## config.mk

```make
export PLATFORM = sky130hd
export DESIGN_NAME = spc_regs
export DESIGN_NICKNAME = d
export VERILOG_FILES = /design/src/rtl/spc_pkg.sv /design/src/rtl/spc_btn_if.sv /design/src/rtl/spc_regs.sv /design/src/rtl/spc_btn_sync.sv
export VERILOG_INCLUDE_DIRS = /design/src /design/src/rtl
export SDC_FILE = /design/constraint.sdc
export NUM_CORES = 1
export LEC_CHECK = 0
export CORE_UTILIZATION = 30
export DETAILED_ROUTE_END_ITERATION = 12
export DONT_BUFFER_PORTS = 1
export HOLD_SLACK_MARGIN = 0.1
export PLACE_DENSITY = 0.44
export SLEW_MARGIN = 20
export SYNTH_ARGS = -nofsm -noshare
export SYNTH_HDL_FRONTEND = slang
export SYNTH_SLANG_ARGS = --single-unit
```

## constraint.sdc

```tcl
create_clock -name clk -period 6.3 [get_ports clk]
set_clock_uncertainty 0.05 [all_clocks]
set_input_delay 0.315 -clock clk [delete_from_list [all_inputs] [get_ports clk]]
set_output_delay 0.315 -clock clk [all_outputs]
set_load 0.02 [all_outputs]
```

## src/rtl/spc_defines.svh

```systemverilog
/*
 Register offsets, field positions, reset values and timing counts for the
 supply and push-button control register bank.
 Assumes inclusion by the package and by every design file that decodes fields.
*/
// Operation
// Six-bit voltage code per regulator, read/write
// Control bit 7 enables regulator
// Bit 2 discharges output while shut down
// Bit 1 set lets faults interrupt
// Bit 0 reads live power-good status
// Press interrupt when button bit 7 set
// Release interrupt when button bit 6 set
// Watchdog runs; expiry starts soft reset
// Sleep entry clears watchdog soft-reset enable
// Reserved bits read zero, writes ignored
// Byte access; fields change on completed write
`ifndef SPC_DEFINES_SVH
`define SPC_DEFINES_SVH

// Byte offsets of the bank
`define SPC_OFF_S10_VSEL  8'h80
`define SPC_OFF_S10_CTRL  8'h81
`define SPC_OFF_S11_VSEL  8'h90
`define SPC_OFF_S11_CTRL  8'h91
`define SPC_OFF_S12_VSEL  8'hA0
`define SPC_OFF_S12_CTRL  8'hA1
`define SPC_OFF_KA_EN     8'hB1
`define SPC_OFF_BUTTON_WATCHDOG_CONTROL   8'hC0

// Field positions
`define SPC_VSEL_MSB      5
`define SPC_BIT_EN        7
`define SPC_BIT_DIS       2
`define SPC_BIT_FLT       1
`define SPC_BIT_PG        0
`define SPC_BIT_PRESS     7
`define SPC_BIT_RELEASE   6
`define SPC_BIT_WDSR      1

// Reset values
`define SPC_VSEL_RST      6'h00
`define SPC_EN_RST        1'b0
`define SPC_DIS_RST       1'b0
`define SPC_FLT_RST       1'b0
`define SPC_KA_RST        1'b1
`define SPC_PB_RST        1'b0
`define SPC_WDSR_RST      1'b0

// Watchdog timing
`define SPC_WDT_W         24
`define SPC_WDT_CYCLES    1024

`endif

```

## src/rtl/spc_pkg.sv

```systemverilog
/*
 Types shared by the supply control register bank and its button front end.
 Assumes the defines header is on the include path.
*/
`include "spc_defines.svh"

package spc_pkg;

   // Decoded register of the bank
   typedef enum logic [3:0] {
      SPC_R_NONE  = 4'h0,
      SPC_R_S10_V = 4'h1,
      SPC_R_S10_C = 4'h2,
      SPC_R_S11_V = 4'h3,
      SPC_R_S11_C = 4'h4,
      SPC_R_S12_V = 4'h5,
      SPC_R_S12_C = 4'h6,
      SPC_R_KA    = 4'h7,
      SPC_R_PB    = 4'h8
   } spc_reg_t;

   // One regulator's writable fields
   typedef struct packed {
      logic [`SPC_VSEL_MSB:0] code;
      logic                   en;
      logic                   dis;
      logic                   allow;
   } spc_supply_t;

   // Whole state of the register bank
   typedef struct packed {
      spc_supply_t [2:0]      sup;
      logic                   ka_en;
      logic                   press_allow;
      logic                   release_allow;
      logic                   wdsr_en;
      logic [2:0]             pg_s1;
      logic [2:0]             pg_s2;
      logic [2:0]             pg_s3;
      logic [2:0]             pg;
      logic [7:0]             rdata;
      logic [`SPC_WDT_W-1:0]  wdt_cnt;
      logic                   soft_rst;
      logic                   press_irq;
      logic                   release_irq;
      logic                   fault_irq;
   } spc_state_t;

   // State of the push-button front end
   typedef struct packed {
      logic [2:0]             sync;
      logic                   level;
      logic                   press;
      logic                   lift;
   } spc_btn_t;

endpackage

```

## src/rtl/spc_btn_if.sv

```systemverilog
/*
 Carrier for push-button edge events between front end and register bank.
 Assumes both ends run on the same clock.
*/
`timescale 1ns/1ps

interface spc_btn_if;
   logic press;
   logic lift;
   modport src (output press, output lift);
   modport dst (input press, input lift);
endinterface

```

## src/rtl/spc_regs.sv

```systemverilog
/*
 Supply and push-button control register bank: voltage codes, enables,
 discharge and fault gating for three regulators, keep-alive enable, button
 interrupt enables and the watchdog soft-reset enable with its timer.
 Assumes a serial interface front end that presents one byte per completed
 transfer as a single-cycle strobe, and analog power-good levels from pins.
*/
`timescale 1ns/1ps
`include "spc_defines.svh"

module spc_regs #(
   parameter int unsigned WDT_CYCLES = `SPC_WDT_CYCLES
) (
   input  wire logic        clk,
   input  wire logic        rst_n,
   input  wire logic [7:0]  reg_addr,
   input  wire logic [7:0]  reg_wdata,
   input  wire logic        reg_wr,
   input  wire logic        reg_rd,
   output logic [7:0]       reg_rdata,
   input  wire logic [2:0]  power_good_in,
   input  wire logic [2:0]  fault_in,
   input  wire logic        push_button_input_n,
   input  wire logic        sleep_entry,
   input  wire logic        watchdog_kick,
   output logic [17:0]      output_voltage_code,
   output logic [2:0]       supply_enable,
   output logic [2:0]       discharge_active,
   output logic             keepalive_enable,
   output logic             fault_irq_req,
   output logic             button_press_irq,
   output logic             button_release_irq,
   output logic             soft_reset_start
);

   localparam logic [`SPC_WDT_W-1:0] WDT_LAST = `SPC_WDT_W'(WDT_CYCLES - 1);

   spc_pkg::spc_state_t st_r;
   spc_pkg::spc_state_t st_nxt;

   spc_btn_if btn ();

   // Button pin crossing and edge detection
   spc_btn_sync u_btn (
      .clk                 (clk),
      .rst_n               (rst_n),
      .push_button_input_n (push_button_input_n),
      .btn                 (btn)
   );

   // Byte address to register; unknown offsets decode to none
   function automatic spc_pkg::spc_reg_t spc_decode(input logic [7:0] addr);
      unique case (addr)
         `SPC_OFF_S10_VSEL: spc_decode = spc_pkg::SPC_R_S10_V;
         `SPC_OFF_S10_CTRL: spc_decode = spc_pkg::SPC_R_S10_C;
         `SPC_OFF_S11_VSEL: spc_decode = spc_pkg::SPC_R_S11_V;
         `SPC_OFF_S11_CTRL: spc_decode = spc_pkg::SPC_R_S11_C;
         `SPC_OFF_S12_VSEL: spc_decode = spc_pkg::SPC_R_S12_V;
         `SPC_OFF_S12_CTRL: spc_decode = spc_pkg::SPC_R_S12_C;
         `SPC_OFF_KA_EN:    spc_decode = spc_pkg::SPC_R_KA;
         `SPC_OFF_BUTTON_WATCHDOG_CONTROL:  spc_decode = spc_pkg::SPC_R_PB;
         default:           spc_decode = spc_pkg::SPC_R_NONE;
      endcase
   endfunction

   // Supply number served by a decoded register, 3 when none
   function automatic logic [1:0] spc_sup_sel(input spc_pkg::spc_reg_t r);
      unique case (r)
         spc_pkg::SPC_R_S10_V, spc_pkg::SPC_R_S10_C: spc_sup_sel = 2'h0;
         spc_pkg::SPC_R_S11_V, spc_pkg::SPC_R_S11_C: spc_sup_sel = 2'h1;
         spc_pkg::SPC_R_S12_V, spc_pkg::SPC_R_S12_C: spc_sup_sel = 2'h2;
         default:                                    spc_sup_sel = 2'h3;
      endcase
   endfunction

   // Voltage register or control register of a supply
   function automatic logic spc_is_vsel(input spc_pkg::spc_reg_t r);
      spc_is_vsel = (r == spc_pkg::SPC_R_S10_V) || (r == spc_pkg::SPC_R_S11_V) ||
                    (r == spc_pkg::SPC_R_S12_V);
   endfunction

   // Control byte of one supply as the host sees it
   function automatic logic [7:0] spc_ctrl_byte(input spc_pkg::spc_supply_t s,
                                                 input logic pg);
      logic [7:0] b;
      b = 8'h00;
      b[`SPC_BIT_EN]  = s.en;
      b[`SPC_BIT_DIS] = s.dis;
      b[`SPC_BIT_FLT] = s.allow;
      b[`SPC_BIT_PG]  = pg;
      spc_ctrl_byte = b;
   endfunction

   spc_pkg::spc_reg_t wr_reg;
   spc_pkg::spc_reg_t rd_reg;
   logic [1:0]        wr_sup;
   logic [1:0]        rd_sup;

   assign wr_reg = spc_decode(reg_addr);
   assign rd_reg = wr_reg;
   assign wr_sup = spc_sup_sel(wr_reg);
   assign rd_sup = spc_sup_sel(rd_reg);

   // Next state of the whole bank
   always_comb begin
      st_nxt = st_r;

      // Power-good crossing; status moves once stages two and three agree
      st_nxt.pg_s1 = power_good_in;
      st_nxt.pg_s2 = st_r.pg_s1;
      st_nxt.pg_s3 = st_r.pg_s2;
      for (int i = 0; i < 3; i++) begin
         if (st_r.pg_s2[i] == st_r.pg_s3[i]) begin
            st_nxt.pg[i] = st_r.pg_s3[i];
         end
      end

      // Host writes land only on the completed-transfer strobe
      if (reg_wr) begin
         if (wr_sup != 2'h3) begin
            if (spc_is_vsel(wr_reg)) begin
               st_nxt.sup[wr_sup].code = reg_wdata[`SPC_VSEL_MSB:0];
            end else begin
               st_nxt.sup[wr_sup].en    = reg_wdata[`SPC_BIT_EN];
               st_nxt.sup[wr_sup].dis   = reg_wdata[`SPC_BIT_DIS];
               st_nxt.sup[wr_sup].allow = reg_wdata[`SPC_BIT_FLT];
            end
         end else if (wr_reg == spc_pkg::SPC_R_KA) begin
            st_nxt.ka_en = reg_wdata[`SPC_BIT_EN];
         end else if (wr_reg == spc_pkg::SPC_R_PB) begin
            st_nxt.press_allow   = reg_wdata[`SPC_BIT_PRESS];
            st_nxt.release_allow = reg_wdata[`SPC_BIT_RELEASE];
            st_nxt.wdsr_en       = reg_wdata[`SPC_BIT_WDSR];
         end
      end

      // Sleep entry wins over a host write in the same cycle
      if (sleep_entry) begin
         st_nxt.wdsr_en = 1'b0;
      end

      // Read data captured from state; reserved and unmapped bits read zero
      if (reg_rd) begin
         st_nxt.rdata = 8'h00;
         if (rd_sup != 2'h3) begin
            if (spc_is_vsel(rd_reg)) begin
               st_nxt.rdata[`SPC_VSEL_MSB:0] = st_r.sup[rd_sup].code;
            end else begin
               st_nxt.rdata = spc_ctrl_byte(st_r.sup[rd_sup], st_r.pg[rd_sup]);
            end
         end else if (rd_reg == spc_pkg::SPC_R_KA) begin
            st_nxt.rdata[`SPC_BIT_EN] = st_r.ka_en;
         end else if (rd_reg == spc_pkg::SPC_R_PB) begin
            st_nxt.rdata[`SPC_BIT_PRESS]   = st_r.press_allow;
            st_nxt.rdata[`SPC_BIT_RELEASE] = st_r.release_allow;
            st_nxt.rdata[`SPC_BIT_WDSR]    = st_r.wdsr_en;
         end
      end

      // Watchdog counts only while enabled; a kick restarts the period
      st_nxt.soft_rst = 1'b0;
      if (!st_r.wdsr_en || watchdog_kick) begin
         st_nxt.wdt_cnt = '0;
      end else if (st_r.wdt_cnt == WDT_LAST) begin
         st_nxt.wdt_cnt  = '0;
         st_nxt.soft_rst = 1'b1;
      end else begin
         st_nxt.wdt_cnt = st_r.wdt_cnt + `SPC_WDT_W'(1);
      end

      // Button events gated by their enables
      st_nxt.press_irq   = btn.press & st_r.press_allow;
      st_nxt.release_irq = btn.lift & st_r.release_allow;

      // Any allowed regulator fault requests an interrupt
      st_nxt.fault_irq = 1'b0;
      for (int i = 0; i < 3; i++) begin
         st_nxt.fault_irq = st_nxt.fault_irq | (fault_in[i] & st_r.sup[i].allow);
      end
   end

   // Single state register of the bank
   always_ff @(posedge clk) begin
      if (!rst_n) begin
         st_r               <= '0;
         for (int i = 0; i < 3; i++) begin
            st_r.sup[i].code  <= `SPC_VSEL_RST;
            st_r.sup[i].en    <= `SPC_EN_RST;
            st_r.sup[i].dis   <= `SPC_DIS_RST;
            st_r.sup[i].allow <= `SPC_FLT_RST;
         end
         st_r.ka_en         <= `SPC_KA_RST;
         st_r.press_allow   <= `SPC_PB_RST;
         st_r.release_allow <= `SPC_PB_RST;
         st_r.wdsr_en       <= `SPC_WDSR_RST;
      end else begin
         st_r <= st_nxt;
      end
   end

   // Outputs straight from the state register
   generate
      for (genvar g = 0; g < 3; g++) begin : g_sup
         assign output_voltage_code[6*g +: 6] = st_r.sup[g].code;
         assign supply_enable[g]              = st_r.sup[g].en;
         // Discharge only matters while the regulator is off
         assign discharge_active[g] = st_r.sup[g].dis & ~st_r.sup[g].en;
      end
   endgenerate

   assign keepalive_enable   = st_r.ka_en;
   assign fault_irq_req      = st_r.fault_irq;
   assign button_press_irq   = st_r.press_irq;
   assign button_release_irq = st_r.release_irq;
   assign soft_reset_start   = st_r.soft_rst;
   assign reg_rdata          = st_r.rdata;
endmodule

```

## src/rtl/spc_btn_sync.sv

```systemverilog
/*
 Push-button front end: three-stage synchroniser and edge detector.
 Assumes the pin is asynchronous and active low; bounce filtering lies outside.
*/
`timescale 1ns/1ps

module spc_btn_sync (
   input  wire logic  clk,
   input  wire logic  rst_n,
   input  wire logic  push_button_input_n,
   spc_btn_if.src     btn
);

   spc_pkg::spc_btn_t st_r;
   spc_pkg::spc_btn_t st_nxt;

   // Level follows the pin once stages two and three agree
   always_comb begin
      st_nxt         = st_r;
      st_nxt.sync    = {st_r.sync[1:0], push_button_input_n};
      if (st_r.sync[1] == st_r.sync[2]) begin
         st_nxt.level = ~st_r.sync[2];
      end
      st_nxt.press   = ~st_r.level & st_nxt.level;
      st_nxt.lift    = st_r.level & ~st_nxt.level;
   end

   // Pin idles high, so the chain starts released
   always_ff @(posedge clk) begin
      if (!rst_n) begin
         st_r <= '{sync: 3'h7, level: 1'b0, press: 1'b0, lift: 1'b0};
      end else begin
         st_r <= st_nxt;
      end
   end

   assign btn.press   = st_r.press;
   assign btn.lift    = st_r.lift;
endmodule

```

# ---- Yosys cells after proc, flatten, opt, wreduce, memory -nomap -nowiden
# Index checks and enable logic that the tools add are counted.
dict set report totals {
  ff_bits 85
  in_bits 29
  out_inout_bits 37
  word_cells 124
}
dict set report classes {
  addsub 1
  magnitude_cmp 2
  eq_ne 22
  mux 32
  n_bitwise 21
  reduce_logical 14
}
# operator n
set ops {}
lappend ops {{$bwmux W27} 4}
lappend ops {{$demux W9 S2} 4}
lappend ops {{$eq A8 B8 Y1 const B} 8}
lappend ops {{$pmux W4 S8} 1}
lappend ops {{$mux W27} 1}
lappend ops {{$add A24 B1 Y24 const B} 1}
lappend ops {{$eq A24 B10 Y1 const B} 1}
lappend ops {{$bmux W9 S2} 1}
lappend ops {{$mux W9} 2}
lappend ops {{$eq A4 B3 Y1 const B} 4}
lappend ops {{$and A1 B1 Y1} 10}
lappend ops {{$mux W1} 10}
lappend ops {{$reduce_or A2 Y1} 5}
lappend ops {{$not A1 Y1} 9}
lappend ops {{$eq A4 B2 Y1 const B} 2}
lappend ops {{$mux W2} 4}
lappend ops {{$mux W6} 1}
lappend ops {{$pmux W2 S3} 1}
lappend ops {{$eq A1 B1 Y1} 4}
lappend ops {{$eq A4 B1 Y1 const B} 1}
lappend ops {{$eq A4 B4 Y1 const B} 1}
lappend ops {{$mux W4} 1}
lappend ops {{$reduce_and A4 Y1} 1}
lappend ops {{$logic_or A1 B1 Y1} 3}
lappend ops {{11 further kinds} 12}

# ---- Longest topological paths before layout
dict set report logic_depth {
  depth_word 13
  ltp_mapped 7
}

# ---- Modules after synthesis
# From an unflattened synthesis, not the netlist that was laid out.
dict set report hier_totals {
  hier_cells 399
  area_unflattened_um2 3853.7
}
# mod n_inst cells_per_inst area_per_inst_um2
set modules_own_cells {}
lappend modules_own_cells {spc_regs 1 384 3668.5}
lappend modules_own_cells {spc_btn_sync 1 15 185.2}

# ---- Least setup slack after synthesis
# OpenSTA, ideal clock, no wires.
dict set report synth_path {
  path_type {input to register}
  startpoint {in reg_addr[1]}
  endpoint {reg st_r, in the netlist output_voltage_code[7]}
  setup_time_ns 0.070
  arrival_time_ns 2.214
  required_ns 6.180
  slack_ns 3.966
  stages 6
  path_buffers 2
  cell_sequence {or4_1 buf_2 or4_1 buf_2 or4_1 a21oi_1}
}
dict set report synth_between {
  elab_chain_cells 11
  word_cells_on_any_way 36
  classes_between {order compare (2); eq/ne (15); mux (12); reduce/logical (7)}
}
# item line
set synth_lines {}
lappend synth_lines {{start, declared} spc_regs.sv:16} ;# input wire logic [7:0] reg_addr,
lappend synth_lines {{$eq A8 B8 Y1} spc_regs.sv:53} ;# unique case (addr)
lappend synth_lines {{$pmux W4 S8 (*)} spc_regs.sv:53}
lappend synth_lines {{$eq A4 B3 Y1 (tied with other cells)} {spc_regs.sv:68, spc_regs.sv:79}}
lappend synth_lines {{$reduce_or A2 Y1} spc_regs.sv:68} ;# unique case (r)
lappend synth_lines {{$pmux W2 S3} spc_regs.sv:68}
lappend synth_lines {{$lt A2 B3 Y1 or $ge A2 B1 Y1 (tied branches)} spc_regs.sv:122} ;# st_nxt.sup[wr_sup].code = reg_wdata[`SPC_VSEL_MSB:0];
lappend synth_lines {{$logic_and A1 B1 Y1} spc_regs.sv:122}
lappend synth_lines {{$mux W9} spc_regs.sv:122}
lappend synth_lines {{$demux W9 S2} spc_regs.sv:122}
lappend synth_lines {{$bwmux W27} spc_regs.sv:122}
lappend synth_lines {{$mux W27} spc_regs.sv:121} ;# if (spc_is_vsel(wr_reg)) begin
lappend synth_lines {{end signal, assigned} spc_regs.sv:197} ;# st_r <= st_nxt;
lappend synth_lines {{end, declared} spc_regs.sv:38} ;# spc_pkg::spc_state_t st_r;
# Every way passes the cells marked *; elsewhere a longest branch is shown, timed or not.
# A chain may end at the register's enable or synchronous reset.

# ---- Final worst setup path
dict set report layout_path {
  startpoint {reg st_r[4] in the netlist's numbering}
  endpoint {reg st_r[21] in the netlist's numbering}
}
dict set report layout_between {
  elab_chain_cells 2
  word_cells_on_any_way 3
  classes_between {add/sub (1); eq/ne (1); reduce/logical (1)}
}
# item
set layout_lines {}
lappend layout_lines {{branches (longest 2 deep; another with $add A24 B1 Y24)}}
# Several ways; the timed one is not identified.

==> results_tabular.tex <==
\begin{tabular}{lr}
\hline
Metric & Value \\
\hline
\multicolumn{2}{l}{\textbf{Run status}} \\
\quad Outcome & completed \\
\multicolumn{2}{l}{\textbf{Global route}} \\
\quad Leftover overflow at the end of global routing & 0 \\
\quad Largest net degree at the start of global routing & 44 \\
\quad Antenna violations before repair & 0 \\
\quad Global-route wire length before repair & 17.12 mm \\
\quad Via count of the first global-routing pass & 3,062 \\
\quad Overall track demand over capacity in global routing & 17.02\% \\
\multicolumn{2}{l}{\textbf{Critical path}} \\
\quad Crit-path cells & ha\_1 -> nand4\_1 -> or3\_1 -> o21bai\_2 -> o21ba\_2 \\
\quad Maximum net fanout on the critical path & 23 \\
\quad Cell with the largest stage delay on the worst path & o21bai\_2 \\
\quad Family with the most delay on the worst path & compound AO/OA/AOI/OAI gates \\
\quad Critical path type & register to register \\
\quad Critical path capture point type & register \\
\quad CP bufs+invs & 0 \\
\quad Critical Path Source Type & register \\
\quad Endpoint required time on the critical path & 6.49 ns \\
\quad Flop2flop setup slack & 3.71 ns \\
\quad Largest incremental delay on the critical path & 0.80 ns \\
\quad Worst endpoint data arrival time & roughly 2.8 ns \\
\multicolumn{2}{l}{\textbf{Timing}} \\
\quad Tightest Pin Transition & around 1.2 ns \\
\quad Final period utilization & 41.12\% \\
\quad Setup repair after global routing missed its margin & no \\
\quad Max-Slew Margin vs Limit & 21.77\% \\
\quad \# setup viols final & 0 \\
\quad Final Hold Viols & 0 \\
\quad Fin Setup TNS & 0 ns \\
\quad Final critical-path setup slack & 3.710 ns \\
\quad Final critical-path required period & 2.590 ns \\
\quad Highest achievable clock rate & 386.0 MHz \\
\quad Final max-slew violation count & 0 \\
\multicolumn{2}{l}{\textbf{Floorplan}} \\
\quad Die Ht & 116.1 µm \\
\quad Core Region & between 10,000 and 15,000 µm² \\
\quad Total number of placement rows & 41 \\
\quad Die Wd & 116.1 µm \\
\quad Effective utilization at floorplan & 30.84\% \\
\quad Area enclosed by the die boundary & 13,490 µm² \\
\quad Top Ports & 66 \\
\multicolumn{2}{l}{\textbf{Clocking}} \\
\quad \# H-tree levels & 3 \\
\quad Insertion delay of the later-clocked pin in the worst-skew pair & approximately 0.35 ns \\
\quad Number of buffers on the longest clock path & 2 \\
\quad CTS tree & built \\
\quad Buffer cell driving the clock tree root & clkbuf\_16 \\
\quad Number of buffers inserted by post-CTS setup repair & 0 \\
\quad Number of CTS-inserted buffers & 9 \\
\quad Sink count of the clock tree & 85 \\
\quad Reg clk slew, reported paths & 0.06 ns \\
\multicolumn{2}{l}{\textbf{Pwr}} \\
\quad Post-route total power & 0.001176 W \\
\quad Leakage dissipation & 1.372 nW \\
\quad Peak supply drop & 0.1280 mV \\
\quad Power density normalized to cell area & 267.1 nW/µm² \\
\multicolumn{2}{l}{\textbf{Placed design}} \\
\quad Post-DP HPWL & roughly 7.6 mm \\
\quad Number of buffers added on ports & 0 \\
\quad RePlAce Congestion & roughly 0.83 \\
\quad Number of cells in the design after placement & 581 \\
\quad Worst setup slack after placement & 3.580 ns \\
\multicolumn{2}{l}{\textbf{Cells and area}} \\
\quad Final \#Nets & approximately 470 \\
\quad Finished Layout Cells & 619 \\
\quad Share of the core filled with cells in the final layout & between 30\% and 40\% \\
\quad Layout overhead on the synthesized area & 12.65\% \\
\quad Register cell area after layout & 1702 µm² \\
\quad Antenna diode instance count & 0 \\
\quad Filler cells & 1,317 \\
\quad Area of the multi-input gates & 1858 µm² \\
\quad Proportion of layout cells with a drive suffix above 1 & under 10\% \\
\multicolumn{2}{l}{\textbf{Drt}} \\
\quad 1st-iter DRT viols & 258 \\
\quad Vias after detailed routing & 3,299 \\
\quad Drt wl/cell & 17.71 µm \\
\quad Detailed-route wire length & 10.97 mm \\
\quad Vias per inst & 5.330 \\
\quad Antenna-violating nets left & 0 \\
\quad Detailed-routing iteration count for the pre-antenna-repair pass & 4 \\
\quad Count of unresolved DRC violations after routing & 0 \\
\multicolumn{2}{l}{\textbf{Run}} \\
\quad Count of maximum capacitance violations & 0 \\
\multicolumn{2}{l}{\textbf{Synthesis}} \\
\quad Asr flop ratio synth & 0\% \\
\quad Synthesized area divided by synthesized cell count & 8.513 µm² \\
\quad Post-Synthesis Cells & 459 \\
\quad Total of flip-flops plus latches after synthesis & 85 \\
\quad Top FF cell, synth & dfxtp\_1 \\
\quad Warning count from the yosys run & 0 \\
\quad Register area share after synthesis & 43.55\% \\
\quad Cell area after synthesis & 3907 µm² \\
\quad Synthesized Nets & 489 \\
\quad Netlist cell types & 46 \\
\quad Post-synth EDFFs & 0 \\
\multicolumn{2}{l}{\textbf{Min path}} \\
\quad HP Class & primary input to register \\
\hline
\end{tabular}
-- cell usage after synthesis (all sizes together), types with 2 or more instances --
| cell | count | area share (%) |
|---|---|---|
| o41ai | 2 | 0.45 |
| and2 | 11 | 1.8 |
| o211ai | 2 | 0.38 |
| and4 | 4 | 0.90 |
| clkbuf | 24 | 2.3 |
| mux2i | 15 | 3.8 |
| a31oi | 3 | 0.48 |
| nand2 | 23 | 2.2 |
| nor4 | 10 | 1.8 |
| nand2b | 5 | 0.80 |
| xnor2 | 8 | 1.8 |
| nor2b | 7 | 1.1 |
| o31ai | 6 | 1.2 |
| dfxtp | 85 | 44 |
| nand3 | 27 | 3.5 |
| o2bb2ai | 4 | 0.90 |
| a221o | 2 | 0.51 |
| or4 | 8 | 1.5 |
| nor3 | 8 | 1.0 |
| nor2 | 25 | 2.4 |
| a211o | 2 | 0.45 |
| buf | 31 | 5.8 |
| o21ai | 38 | 4.9 |
| or2 | 2 | 0.32 |
| a21oi | 45 | 5.8 |
| inv | 7 | 0.67 |
| clkinv | 2 | 0.19 |
| and3 | 6 | 0.96 |
| nand4 | 23 | 3.7 |
| or3 | 8 | 1.3 |
| or4b | 2 | 0.51 |
| xor2 | 2 | 0.45 |
-- cell type report --
type / instances / share of cell area [%]
sequential: 85 / 38.66
inverter: 9 / 0.7675
clock inverter: 5 / 1.876
timing repair buffer: 27 / 5.856
clock buffer: 11 / 5.742
tap: 172 / 4.889
multi-input combinational: 310 / 42.21
-- cells by family after synthesis --
| group | synth area share (%) |
|---|---|
| flops | 43.55 |
| simple gates | 24.34 |
| buf+inv | 8.998 |
| mux | 3.842 |
| xor+xnor | 2.242 |
| fa+ha+maj | 0.5763 |
| compound gates | 16.46 |
-- per-stage QoR --
| step | instance area, µm² | hold slack, ns |
|---|---|---|
| finish | 4402 | 0.1428 |
| global route | 4402 | 0.1350 |
| CTS | 4402 | 0.1236 |
| detailed placement | 3846 | 0.3392 |
| global placement | 3846 | 0.3375 |
| floorplan | 3908 | 0.3363 |
-- worst reg2reg max path, cell delays in order (launching register included) --
cell      delay [ns]
dfxtp_1         0.38
ha_1            0.23
nand4_1         0.22
or3_1           0.54
o21bai_2        0.80
o21ba_2         0.26
-- where the power goes --
group / total (W) / switching (W) / internal, W
clock: 0.000592 / 0.000222 / 0.000370
sequential: 0.000543 / 0.00000225 / 0.000541
combinational: 0.0000405 / 0.0000241 / 0.0000163
-- state kept, by name, summed over array words and instances (netlist names), 2 cells and up --
| register | cells |
|---|---|
| st_r | 39 |
| output_voltage_code | 18 |
| reg_rdata | 8 |
| st_nxt | 6 |
| supply_enable | 3 |
| u_btn.st_nxt | 2 |
| u_btn.st_r | 2 |
-- what timing repair did --
| action | in CTS | in global routing |
|---|---|---|
| hold endpoints to repair | 48 | 0 |
| resized for setup | 0 | 0 |
| hold buffers | 22 | 0 |
-- cell usage in the layout, fill, tap and decap left out, drive strengths merged, types with 10 or more instances in the layout --
cell type    instances
nor4                10
nand4               23
dfxtp               85
nand2               23
clkbuf              11
nor2                25
a21oi               45
nand3               27
and2                11
mux2i               15
dlygate4sd3         22
o21ai               38
-- worst paths after layout --
check	to	cells after the start	start
max	st_r[21]$_SDFF_PP0_	5	st_r[4]$_SDFF_PP0_
min	output_voltage_code[7]$_SDFFE_PN0P_	3	reg_wdata[1]
max reg2reg	st_r[21]$_SDFF_PP0_	5	st_r[4]$_SDFF_PP0_
min reg2reg	u_btn.st_nxt[5]$_SDFF_PN1_	1	u_btn.st_nxt[4]$_SDFF_PN1_
-- routing by layer --
layer | track usage (%) | share of wire [%]
met4 | 5.470 | 1.3
met2 | 25.08 | 44
met5 | 0 | 0
met3 | 5.864 | 6.8
met1 | 23.20 | 48
Note: power is estimated with default switching activity, not from simulation.
